## config.mk

```make
export PLATFORM = sky130hd
export DESIGN_NAME = tfrc_ctrl
export DESIGN_NICKNAME = d
export VERILOG_FILES = /design/src/inc/tfrc_pkg.sv /design/src/hdl/tfrc_ctrl.sv /design/src/hdl/tfrc_retry_timer.sv
export VERILOG_INCLUDE_DIRS = /design/src /design/src/inc
export SDC_FILE = /design/constraint.sdc
export NUM_CORES = 1
export LEC_CHECK = 0
export ABC_AREA = 1
export BUFFER_PORTS_ARGS = -buffer_cell sky130_fd_sc_hd__buf_4
export CAP_MARGIN = 20
export CORE_MARGIN = 2
export CORE_UTILIZATION = 40
export DETAILED_ROUTE_END_ITERATION = 10
export GPL_TIMING_DRIVEN = 0
export REMOVE_ABC_BUFFERS = 1
export SYNTH_ARGS = -nofsm -noshare
export SYNTH_HDL_FRONTEND = slang
export SYNTH_HIERARCHICAL = 1
export SYNTH_SLANG_ARGS = --single-unit
```

## constraint.sdc

```tcl
create_clock -name clk_in -period 1.6 [get_ports clk_in]
set_input_delay 0.4 -clock clk_in [delete_from_list [all_inputs] [get_ports clk_in]]
set_output_delay 0.4 -clock clk_in [all_outputs]
set_load 0.02 [all_outputs]
```

## src/inc/tfrc_consts.svh

```systemverilog
`ifndef TFRC_CONSTS_SVH
`define TFRC_CONSTS_SVH
`define TFRC_CMD_OT_RESP      8'h50
`define TFRC_CMD_UT_RESP      8'h54
`define TFRC_CMD_PIN_MASK     8'hD2
`define TFRC_RESP_RESET       8'hB8
`define TFRC_MASK_RESET       16'h2993
`define TFRC_RESP_HI          7
`define TFRC_RESP_LO          6
`define TFRC_RETRY_HI         5
`define TFRC_RETRY_LO         3
`define TFRC_ACT_CONTINUE     2'h0
`define TFRC_ACT_SHUTDOWN     2'h2
`define TFRC_RETRY_NEVER      3'h0
`define TFRC_RETRY_FOREVER    3'h7
`define TFRC_MASK_OT_BIT      7
`define TFRC_MASK_UT_BIT      8
`define TFRC_CLK_MHZ          200
`define TFRC_RESP_TIME_MS     80
`define TFRC_RESP_CYCLES      (`TFRC_RESP_TIME_MS * `TFRC_CLK_MHZ * 1000)
`define TFRC_RETRY_CYCLES     1000
`endif

```

## src/inc/tfrc_pkg.sv

```systemverilog
`default_nettype none
package tfrc_pkg;
  typedef struct packed {
    logic       wr;
    logic       rd;
    logic [7:0] code;
    logic [15:0] data;
  } tfrc_cmd_t;

  typedef struct packed {
    logic ot;
    logic ut;
  } tfrc_fault_t;

  typedef enum logic [1:0] {TFRC_RUN, TFRC_OFF_HOLD, TFRC_OFF_WAIT} tfrc_state_t;
endpackage
`default_nettype wire

```

## src/hdl/tfrc_ctrl.sv

```systemverilog
`default_nettype none
`include "tfrc_consts.svh"
// Overview of operation
// RQ1: byte command 0x50 holds overtemp response, resets to 0xB8.
// RQ2: byte command 0x54 holds undertemp response, resets to 0xB8.
// RQ3: overtemp fault sets temperature summary bit, overtemp status bit, alert.
// RQ4: undertemp fault sets temperature summary bit, undertemp status bit, alert.
// RQ5: faults come from ADC samples; response within 80 ms allowed.
// RQ6: response 00 keeps output running but still flags and alerts.
// RQ7: writing response 01 or 11 raises a communication fault.
// RQ8: response 10 disables output at once, then follows retry field.
// RQ9: fault bits clear only by clear command, off-on cycle or power loss.
// RQ10: retry 000 never restarts; output stays off until cleared or off.
// RQ11: retry 111 restarts repeatedly after the retry interval until off.
// RQ12: delay field bits 2:0 are ignored.
// RQ13: word command 0xD2 holds pin mask, resets to 0x2993.
// RQ14: only faults that cause a response may reach the pin.
// RQ15: mask bit 7 pulls pin low while overtemp fault present.
// RQ16: mask bit 8 pulls pin low while undertemp fault present.
// RQ17: default response decodes as shutdown with endless retry.
module tfrc_ctrl #(
  parameter int unsigned RETRY_CYCLES = `TFRC_RETRY_CYCLES
) (
  input  wire logic              clk_in,         // device clock, 200 MHz
  input  wire logic              rst_b_in,       // async reset, active low
  input  wire tfrc_pkg::tfrc_cmd_t cmd_in,       // decoded bus command
  input  wire tfrc_pkg::tfrc_fault_t fault_in,   // ADC fault levels
  input  wire logic              clear_faults_in,// clear command pulse
  input  wire logic              on_cmd_in,      // run pin and operation on
  output logic [15:0]            rd_data_out,    // read answer
  output logic                   rd_valid_out,   // read answer valid pulse
  output logic                   cml_fault_out,  // bad write flagged
  output logic                   temp_summary_out,// temperature summary bit
  output logic                   ot_status_out,  // latched overtemp bit
  output logic                   ut_status_out,  // latched undertemp bit
  output logic                   alert_b_out,    // alert, active low
  output logic                   gpio_b_out,     // gpio drive, active low
  output logic                   output_en_out   // regulator enable
);
  ////////////////////////////////////////////////////////////////////////
  logic [7:0]  ot_resp;
  logic [7:0]  ut_resp;
  logic [15:0] pin_mask;
  logic        on_q;
  logic        off_on_clear;
  logic        ot_event;
  logic        ut_event;
  logic        ot_q;
  logic        ut_q;
  logic        wr_resp;
  logic        bad_act;
  logic        ot_shut;
  logic        ut_shut;
  logic        any_shut;
  logic        forever_retry;
  logic        retry_done;
  logic        retry_start;
  tfrc_pkg::tfrc_state_t state;
  tfrc_pkg::tfrc_state_t next_state;

  assign wr_resp = cmd_in.wr && (cmd_in.code == `TFRC_CMD_OT_RESP || cmd_in.code == `TFRC_CMD_UT_RESP);
  assign bad_act = cmd_in.data[`TFRC_RESP_LO] != 1'b0; // 01 and 11 both have low bit set [RQ7]
  ////////////////////////////////////////////////////////////////////////
  // delay field is stored for readback only, nothing uses it [RQ12]
  always_ff @(posedge clk_in or negedge rst_b_in)
  begin
    if (!rst_b_in)
    begin
      ot_resp  <= `TFRC_RESP_RESET; // [RQ1] [RQ17]
      ut_resp  <= `TFRC_RESP_RESET; // [RQ2]
      pin_mask <= `TFRC_MASK_RESET; // [RQ13]
    end
    else if (cmd_in.wr)
    begin
      // unsupported actions are refused so the stored byte stays legal
      if (cmd_in.code == `TFRC_CMD_OT_RESP && !bad_act)
        ot_resp <= cmd_in.data[7:0]; // [RQ1]
      if (cmd_in.code == `TFRC_CMD_UT_RESP && !bad_act)
        ut_resp <= cmd_in.data[7:0]; // [RQ2]
      if (cmd_in.code == `TFRC_CMD_PIN_MASK)
        pin_mask <= cmd_in.data; // [RQ13]
    end
  end

  always_ff @(posedge clk_in or negedge rst_b_in)
  begin
    if (!rst_b_in)
      cml_fault_out <= 1'b0;
    else if (wr_resp && bad_act)
      cml_fault_out <= 1'b1; // [RQ7]
    else if (clear_faults_in)
      cml_fault_out <= 1'b0;
  end

  always_ff @(posedge clk_in or negedge rst_b_in)
  begin
    if (!rst_b_in)
    begin
      rd_data_out  <= 16'h0000;
      rd_valid_out <= 1'b0;
    end
    else
    begin
      rd_valid_out <= cmd_in.rd;
      case (cmd_in.code)
        `TFRC_CMD_OT_RESP:  rd_data_out <= {8'h00, ot_resp};
        `TFRC_CMD_UT_RESP:  rd_data_out <= {8'h00, ut_resp};
        `TFRC_CMD_PIN_MASK: rd_data_out <= pin_mask;
        default:            rd_data_out <= 16'h0000;
      endcase
    end
  end
  ////////////////////////////////////////////////////////////////////////
  // fault levels arrive already qualified by the ADC scan, so the 80 ms
  // budget is spent upstream; here the response follows in one cycle [RQ5]
  always_ff @(posedge clk_in or negedge rst_b_in)
  begin
    if (!rst_b_in)
    begin
      ot_q <= 1'b0;
      ut_q <= 1'b0;
      // idles at the commanded-on level so release of reset is no false off-on edge
      on_q <= 1'b1;
    end
    else
    begin
      ot_q <= fault_in.ot;
      ut_q <= fault_in.ut;
      on_q <= on_cmd_in;
    end
  end

  assign ot_event     = fault_in.ot && !ot_q;
  assign ut_event     = fault_in.ut && !ut_q;
  assign off_on_clear = on_cmd_in && !on_q;

  // set wins over every clear [RQ9]
  always_ff @(posedge clk_in or negedge rst_b_in)
  begin
    if (!rst_b_in)
    begin
      ot_status_out <= 1'b0;
      ut_status_out <= 1'b0;
    end
    else
    begin
      if (ot_event)
        ot_status_out <= 1'b1; // [RQ3]
      else if (clear_faults_in || off_on_clear)
        ot_status_out <= 1'b0; // [RQ9]
      if (ut_event)
        ut_status_out <= 1'b1; // [RQ4]
      else if (clear_faults_in || off_on_clear)
        ut_status_out <= 1'b0; // [RQ9]
    end
  end

  always_ff @(posedge clk_in or negedge rst_b_in)
  begin
    if (!rst_b_in)
    begin
      temp_summary_out <= 1'b0;
      alert_b_out      <= 1'b1;
    end
    else
    begin
      // alert stays even for response 00 [RQ6]
      if (ot_event || ut_event)
      begin
        temp_summary_out <= 1'b1; // [RQ3] [RQ4]
        alert_b_out      <= 1'b0; // [RQ3] [RQ4]
      end
      else if (clear_faults_in || off_on_clear)
      begin
        temp_summary_out <= 1'b0;
        alert_b_out      <= 1'b1;
      end
    end
  end
  ////////////////////////////////////////////////////////////////////////
  assign ot_shut  = fault_in.ot && ot_resp[`TFRC_RESP_HI:`TFRC_RESP_LO] == `TFRC_ACT_SHUTDOWN; // [RQ8]
  assign ut_shut  = fault_in.ut && ut_resp[`TFRC_RESP_HI:`TFRC_RESP_LO] == `TFRC_ACT_SHUTDOWN; // [RQ8]
  assign any_shut = ot_shut || ut_shut;
  // both faults must allow retry; any never-retry cause wins [RQ11]
  assign forever_retry = (!ot_shut || ot_resp[`TFRC_RETRY_HI:`TFRC_RETRY_LO] == `TFRC_RETRY_FOREVER)
                      && (!ut_shut || ut_resp[`TFRC_RETRY_HI:`TFRC_RETRY_LO] == `TFRC_RETRY_FOREVER);

  always_comb
  begin
    next_state = state;
    case (state)
      tfrc_pkg::TFRC_RUN:
        if (any_shut)
          next_state = forever_retry ? tfrc_pkg::TFRC_OFF_WAIT : tfrc_pkg::TFRC_OFF_HOLD; // [RQ8]
      tfrc_pkg::TFRC_OFF_HOLD:
        if (clear_faults_in || !on_cmd_in)
          next_state = tfrc_pkg::TFRC_RUN; // [RQ10]
      tfrc_pkg::TFRC_OFF_WAIT:
        if (!on_cmd_in)
          next_state = tfrc_pkg::TFRC_RUN;
        else if (any_shut && !forever_retry)
          next_state = tfrc_pkg::TFRC_OFF_HOLD;
        else if (retry_done)
          next_state = tfrc_pkg::TFRC_RUN; // [RQ11]
      default:
        next_state = tfrc_pkg::TFRC_RUN;
    endcase
  end

  always_ff @(posedge clk_in or negedge rst_b_in)
  begin
    if (!rst_b_in)
      state <= tfrc_pkg::TFRC_RUN;
    else
      state <= next_state;
  end

  assign retry_start = state != tfrc_pkg::TFRC_OFF_WAIT;

  tfrc_retry_timer #(
    .CYCLES (RETRY_CYCLES)
  ) u_retry (
    .clk_in   (clk_in),
    .rst_b_in (rst_b_in),
    .start_in (retry_start),
    .run_in   (state == tfrc_pkg::TFRC_OFF_WAIT),
    .done_out (retry_done)
  );

  // output drops in the same edge as the shutdown decision [RQ8] [RQ6]
  always_ff @(posedge clk_in or negedge rst_b_in)
  begin
    if (!rst_b_in)
      output_en_out <= 1'b0;
    else
      output_en_out <= on_cmd_in && next_state == tfrc_pkg::TFRC_RUN && !(state == tfrc_pkg::TFRC_RUN && any_shut);
  end
  ////////////////////////////////////////////////////////////////////////
  // pin follows fault levels only for faults that act [RQ14]
  always_ff @(posedge clk_in or negedge rst_b_in)
  begin
    if (!rst_b_in)
      gpio_b_out <= 1'b1;
    else
      gpio_b_out <= !((ot_shut && pin_mask[`TFRC_MASK_OT_BIT])    // [RQ15]
                   || (ut_shut && pin_mask[`TFRC_MASK_UT_BIT]));  // [RQ16]
  end
  ////////////////////////////////////////////////////////////////////////
  AST_RESET_VALUE: assert property (@(posedge clk_in) disable iff (!rst_b_in) // [RQ1]
    $rose(rst_b_in) |-> ot_resp == `TFRC_RESP_RESET) else $error("ot response reset wrong");
  AST_BAD_WRITE: assert property (@(posedge clk_in) disable iff (!rst_b_in) // [RQ7]
    wr_resp && bad_act |=> cml_fault_out && $stable(ot_resp) && $stable(ut_resp))
    else $error("bad response write not flagged");
  AST_OT_FLAG: assert property (@(posedge clk_in) disable iff (!rst_b_in) // [RQ3]
    ot_event |=> ot_status_out && temp_summary_out && !alert_b_out) else $error("ot flags missing");
  AST_UT_FLAG: assert property (@(posedge clk_in) disable iff (!rst_b_in) // [RQ4]
    ut_event |=> ut_status_out && temp_summary_out && !alert_b_out) else $error("ut flags missing");
  AST_HOLD_LATCH: assert property (@(posedge clk_in) disable iff (!rst_b_in) // [RQ9]
    ot_status_out && !clear_faults_in && !off_on_clear |=> ot_status_out) else $error("ot bit lost");
  AST_SHUTDOWN: assert property (@(posedge clk_in) disable iff (!rst_b_in) // [RQ8]
    state == tfrc_pkg::TFRC_RUN && any_shut |=> !output_en_out) else $error("no shutdown");
  AST_NO_RESTART: assert property (@(posedge clk_in) disable iff (!rst_b_in) // [RQ10]
    state == tfrc_pkg::TFRC_OFF_HOLD && !clear_faults_in && on_cmd_in |=> !output_en_out)
    else $error("restart without retry");
  AST_CONTINUE: assert property (@(posedge clk_in) disable iff (!rst_b_in) // [RQ6]
    state == tfrc_pkg::TFRC_RUN && on_cmd_in && !any_shut && $past(on_cmd_in) |=> output_en_out)
    else $error("output dropped with no response");
  AST_PIN_GATE: assert property (@(posedge clk_in) disable iff (!rst_b_in) // [RQ14]
    !any_shut |=> gpio_b_out) else $error("ignored fault reached pin");
endmodule // tfrc_ctrl
`default_nettype wire

```

## src/hdl/tfrc_retry_timer.sv

```systemverilog
`default_nettype none
`include "tfrc_consts.svh"
module tfrc_retry_timer #(
  parameter int unsigned CYCLES = `TFRC_RETRY_CYCLES
) (
  input  wire logic clk_in,     // device clock
  input  wire logic rst_b_in,   // async reset, active low
  input  wire logic start_in,   // restart counting
  input  wire logic run_in,     // count while high
  output logic      done_out    // one-cycle pulse at expiry
);
  logic [31:0] count;

  always_ff @(posedge clk_in or negedge rst_b_in)
  begin
    if (!rst_b_in)
    begin
      count    <= 32'h0;
      done_out <= 1'b0;
    end
    else
    begin
      done_out <= 1'b0;
      if (start_in || !run_in)
        count <= 32'h0;
      else if (count >= CYCLES - 1)
      begin
        count    <= 32'h0;
        done_out <= 1'b1;
      end
      else
        count <= count + 32'h1;
    end
  end
endmodule // tfrc_retry_timer
`default_nettype wire

```

## Word level (Yosys, flattened, before mapping)

Cells that the tools add are included.

| storage, ports and cells | value |
|---|---|
| flip-flop bits (word level) | 94 |
| word-level logic and storage cells | 95 |
| output and inout port bits | 24 |
| bits of input ports | 32 |

| cells by class | value |
|---|---|
| reduce and logical (&&, ||, !) cells | 45 |
| $add $sub $neg | 1 |
| equality and inequality tests | 10 |
| order comparisons | 1 |
| mux-type cells | 20 |

Operator list:

| cell | number |
|---|---|
| $mux W32 | 2 |
| $pmux W16 S3 | 1 |
| $add A32 B1 Y32 const B | 1 |
| $ge A32 B10 Y1 const B | 1 |
| $eq A8 B7 Y1 const B | 2 |
| $logic_and A1 B1 Y1 | 16 |
| $mux W2 | 6 |
| $logic_not A1 Y1 | 11 |
| $mux W1 | 10 |
| $logic_or A1 B1 Y1 | 9 |
| $eq A8 B8 Y1 const B | 1 |
| $reduce_bool A2 Y1 | 4 |
| $eq A2 B2 Y1 const B | 3 |
| $eq A3 B3 Y1 const B | 2 |
| $pmux W2 S3 | 1 |
| $reduce_and A2 Y1 | 3 |
| $logic_not A2 Y1 | 2 |
| $eq A2 B1 Y1 const B | 1 |
| $ne A2 B2 Y1 const B | 1 |

## Longest topological paths before layout

| depth | value |
|---|---|
| depth in word-level cells | 13 |
| mapped depth | 9 |
| gate-level depth less buffers | 8 |

## Cells and area by module

The synthesis kept the hierarchy.

Modules (own cells, without submodules):

| module | area each (um^2) | cells each | seq. area each (um^2) | instances |
|---|---|---|---|---|
| tfrc_ctrl | 2610.0 | 275 | 1549.0 | 1 |
| tfrc_retry_timer | 1252.5 | 103 | 825.8 | 1 |

## Worst setup path after synthesis

No wires, ideal clock.

| path | value |
|---|---|
| kind | input port to flip-flop |
| from | input cmd_in[19] in the netlist's numbering |
| to | register pin_mask[12] |
| data arrival time | 1214 ps |
| library setup time | 117 ps |
| cell stages on the path | 7 |
| required time | 1483 ps |
| path slack | 268 ps |
| path buffers | 1 |
| path through | inv_1 > nand2_2 > nor3_4 > nand3_4 > buf_6 > nand2_1 > o21ai_2 |

| on the way | value |
|---|---|
| longest elaborated chain between the ends | 2 |

Ends and longest elaborated chain:

| element | RTL line | RTL |
|---|---|---|
| start, declared | tfrc_ctrl.sv:26 | `input wire tfrc_pkg::tfrc_cmd_t cmd_in,` |
| $eq A8 B8 Y1 | - |  |
| $reduce_and A2 Y1 (no line) | - |  |
| end signal, assigned | tfrc_ctrl.sv:71 | `` pin_mask <= `TFRC_MASK_RESET; `` |
| end signal, assigned | tfrc_ctrl.sv:81 | `pin_mask <= cmd_in.data;` |
| end, declared | tfrc_ctrl.sv:43 | `logic [15:0] pin_mask;` |

No other way between the ends.
A chain may end at the register's enable or synchronous reset.

## Worst setup path after layout

| path | value |
|---|---|
| from | input cmd_in[18] in the netlist's numbering |
| to | register pin_mask[7] |

The elaborated chain is that of the path after synthesis.

==> reports/metrics.yaml <==
dpl.cell_count: 579
io_pins: 56
grt-ovfl-total: 0
max_clock_freq_mhz: 666.1
clock-root-buffer: "clkbuf_8"
diodes: 0
grtUsageTotal_pct: 14.38
finalHoldViolCount: 0
port_buffers: 55
async_flop_share_pct: 100.0
num_vias: 2587
drt_first_iter_violations: 75
min_period_ns: 1.501
rsz0062_at_grt: "false"
clkSlewWorstSetupHoldPaths_ns: 0.08
clockBufferDepth: 2
drive_above_1_share_pct: 32.05
clkPwrFrac_pct: 36.7
ir_drop_mv: 0.5299
ys_types: 28
htree_levels: 3
layout.nets: 496
critical_path_required_ns: 1.88
drc: 0
num_rows: 35
arrival_ns: 1.78
final_cell_count_no_fill: 597
layout_setup_ws_ns: 0.09875
antenna_found_initial: 0
dieArea_um2: 10460
seq_power_share_pct: 56.7
setup_tns_ns: 0
yosys.cell_count.top_type: "nand2_1"
path_delay_family: "simple AND/OR/NAND/NOR gates"
grt_pass1_vias: 2515
drtPass1Iterations: 4
routedWlPerCell_um: 11.61
p_total_mw: 4.398
setup_violations: 0
yosys-top-cells-count: "nand2_1 (84), dfrtp_1 (76), inv_1 (53), nand3_1 (30), nor2_1 (26)"
worst-setup-path-type: "in -> reg"
grt_first_pass_wirelength_um: 11540
cellPowerDensity_nw_per_um2: 931.9
ys_seq_area_share_pct: 61.48
postCtsSetupRepairBufs: 0
skew_ns: 0.01321
p_comb_share_pct: 6.6
worst_pin_slew_ns: 0.6427
outcome: "finished clean"
gp_congestion: 0.7703
maxSlewViolCount: 0
cp_max_fo: 16
slew_headroom_pct: 57.01
dp_slack_ns: -0.4148
min_path_type: "in -> reg"
dpl.hpwl_um: 4624
startpoint_type: "input pin"
yosys_most_used_dff: "dfrtp_1"
die_w_um: 102.3
path_buf_inv: 2
leakage_nw: 2.268
synth_area_leaders: "dfrtp_1 (49%), dfstp_2 (12%), nand2_1 (8.2%), o21ai_2 (5.2%), inv_1 (5.2%)"
min_period_over_period_pct: 93.83
worstSetupEndpointType: "register"
ant_nets: 0
netlist_area_um2: 3862
core_um2: 9284
fill_cells: 891
cap_violations: 0
swShare_pct: 23.56
syn_avg_cell_area_um2: 10.22
netlist_instances: 378
cts.sinks: 94
synth_edf_count: 0
grt_max_degree: 68
internal_power_mw: 3.362
timing.hold.ws_ns: 0.1596
synth.top_cell.area_share_pct: 49.24
drt_wl_total_um: 6932
synth-seq-cells: 94
slowest_stage: "nor3_4"
crit_chain: "buf_4, inv_2, nand2_2, nor3_4, nand3_4, o21ai_2"
clk_latency_ns: 0.35
area_growth_pct: 22.19
start_util_pct: 41.60
yosysTopAreaCell: "dfrtp_1"
die_y_um: 102.3
ys_warn_count: 6
cts_tree: "built"
cts_made_buffers: 9
vias_per_cell: 4.333
critPathMaxStageDelay_ns: 0.50
p_switching_mw: 1.036
-- state kept, by name, indices dropped and copies added (netlist names) --
name              flops
u_retry/done_out      1
on_q                  1
state                 2
alert_b_out           1
ut_resp               8
ot_q                  1
rd_valid_out          1
rd_data_out          16
ot_status_out         1
ut_q                  1
cml_fault_out         1
temp_summary_out      1
ot_resp               8
u_retry/count        32
output_en_out         1
gpio_b_out            1
pin_mask             16
ut_status_out         1
-- timing repair --
action / 4_1_cts / 5_1_grt
hold buffers: 1 / 0
setup endpoints to repair: 9 / 15
pin swaps: 1 / 1
gates cloned: 0 / 1
endpoints found under the hold margin: 26 / 0
gates resized for setup: 0 / 1
-- cell type report --
class	count	area, um2	share of cell area [%]
sequential	94	2375	50.32
tap	129	161.4	3.420
multi-input combinational	243	1310	27.76
clock inverter	5	63.81	1.352
timing repair buffer	57	450.4	9.544
clock buffer	11	141.4	2.996
inverter	58	217.7	4.613
-- routing by layer --
layer	share of wire (%)	routed length, um	GRT usage (%)
met5	0	0	0
met4	1.0	72	3.795
met3	3.6	248	4.514
met2	49	3391	24.44
met1	46	3220	17.86
-- stage by stage --
step,util [%],area [um2]
after global routing,50.84,4720
final,50.84,4720
after floorplan,-,3885
after global placement,48.03,4459
after detailed placement,48.33,4487
after CTS,50.65,4702
-- cells in the final DEF (no fill, tap or decap), types with 2 or more instances in the layout --
cell type | synthesis | final
nand3_2 | 3 | 3
nor2_1 | 26 | 26
xor2_1 | 4 | 4
nor2_2 | 14 | 14
conb_1 | 1 | 22
dfstp_2 | 18 | 18
xnor2_1 | 2 | 2
o21ai_1 | 7 | 7
nand3_4 | 1 | 2
buf_4 | 0 | 55
nand2_2 | 4 | 4
dfrtp_1 | 76 | 76
o21ai_0 | 6 | 6
inv_6 | 0 | 3
nor3_2 | 2 | 2
inv_1 | 53 | 53
o21ai_2 | 23 | 23
nand4_1 | 2 | 2
inv_2 | 5 | 5
nand3_1 | 30 | 30
nand2_1 | 84 | 84
clkbuf_8 | 0 | 10
nor2_4 | 5 | 5
-- path summary, 6_finish.rpt --
path | start | to | slack (ns) | cells past startpoint
min | cmd_in[24] | rd_valid_out$_DFF_PN0_ | 0.16 | 1
min in group asynchronous | rst_b_in | u_retry/count[20]$_DFF_PN0_ | 0.50 | 2
max in group asynchronous | rst_b_in | pin_mask[0]$_DFFE_PN1P_ | 0.42 | 3
max reg2reg | u_retry/count[0]$_DFF_PN0_ | u_retry/count[7]$_DFF_PN0_ | 0.20 | 6
max | cmd_in[18] | pin_mask[7]$_DFFE_PN1P_ | 0.1 | 6
min reg2reg | pin_mask[13]$_DFFE_PN1P_ | rd_data_out[13]$_DFF_PN0_ | 0.48 | 2
-- cells by family (layout without fill, tap and decap cells) --
| family | after synthesis | in the layout | share of synthesized area [%] |
|---|---|---|---|
| xor gates and xnor gates | 6 | 6 | 1.361 |
| DFF | 94 | 94 | 61.48 |
| other | 1 | 22 | 0.09709 |
| buffers and inverters | 63 | 131 | 7.094 |
| adders and majority gates | 1 | 1 | 0.3239 |
| and+or+nand+nor | 176 | 177 | 22.61 |
| AOI/OAI and AO/OA | 37 | 37 | 7.029 |
-- power by group through the flow --
stage | clock network, mW | logic, mW | registers (mW)
after floorplan | 0 | 0.113 | 2.55
after global placement | 0 | 0.278 | 2.54
after detailed placement | 0 | 0.291 | 2.54
after CTS | 1.67 | 0.294 | 2.50
after global routing | 1.78 | 0.331 | 2.51
final | 1.61 | 0.289 | 2.50
Power figures use the tool's default switching activity.
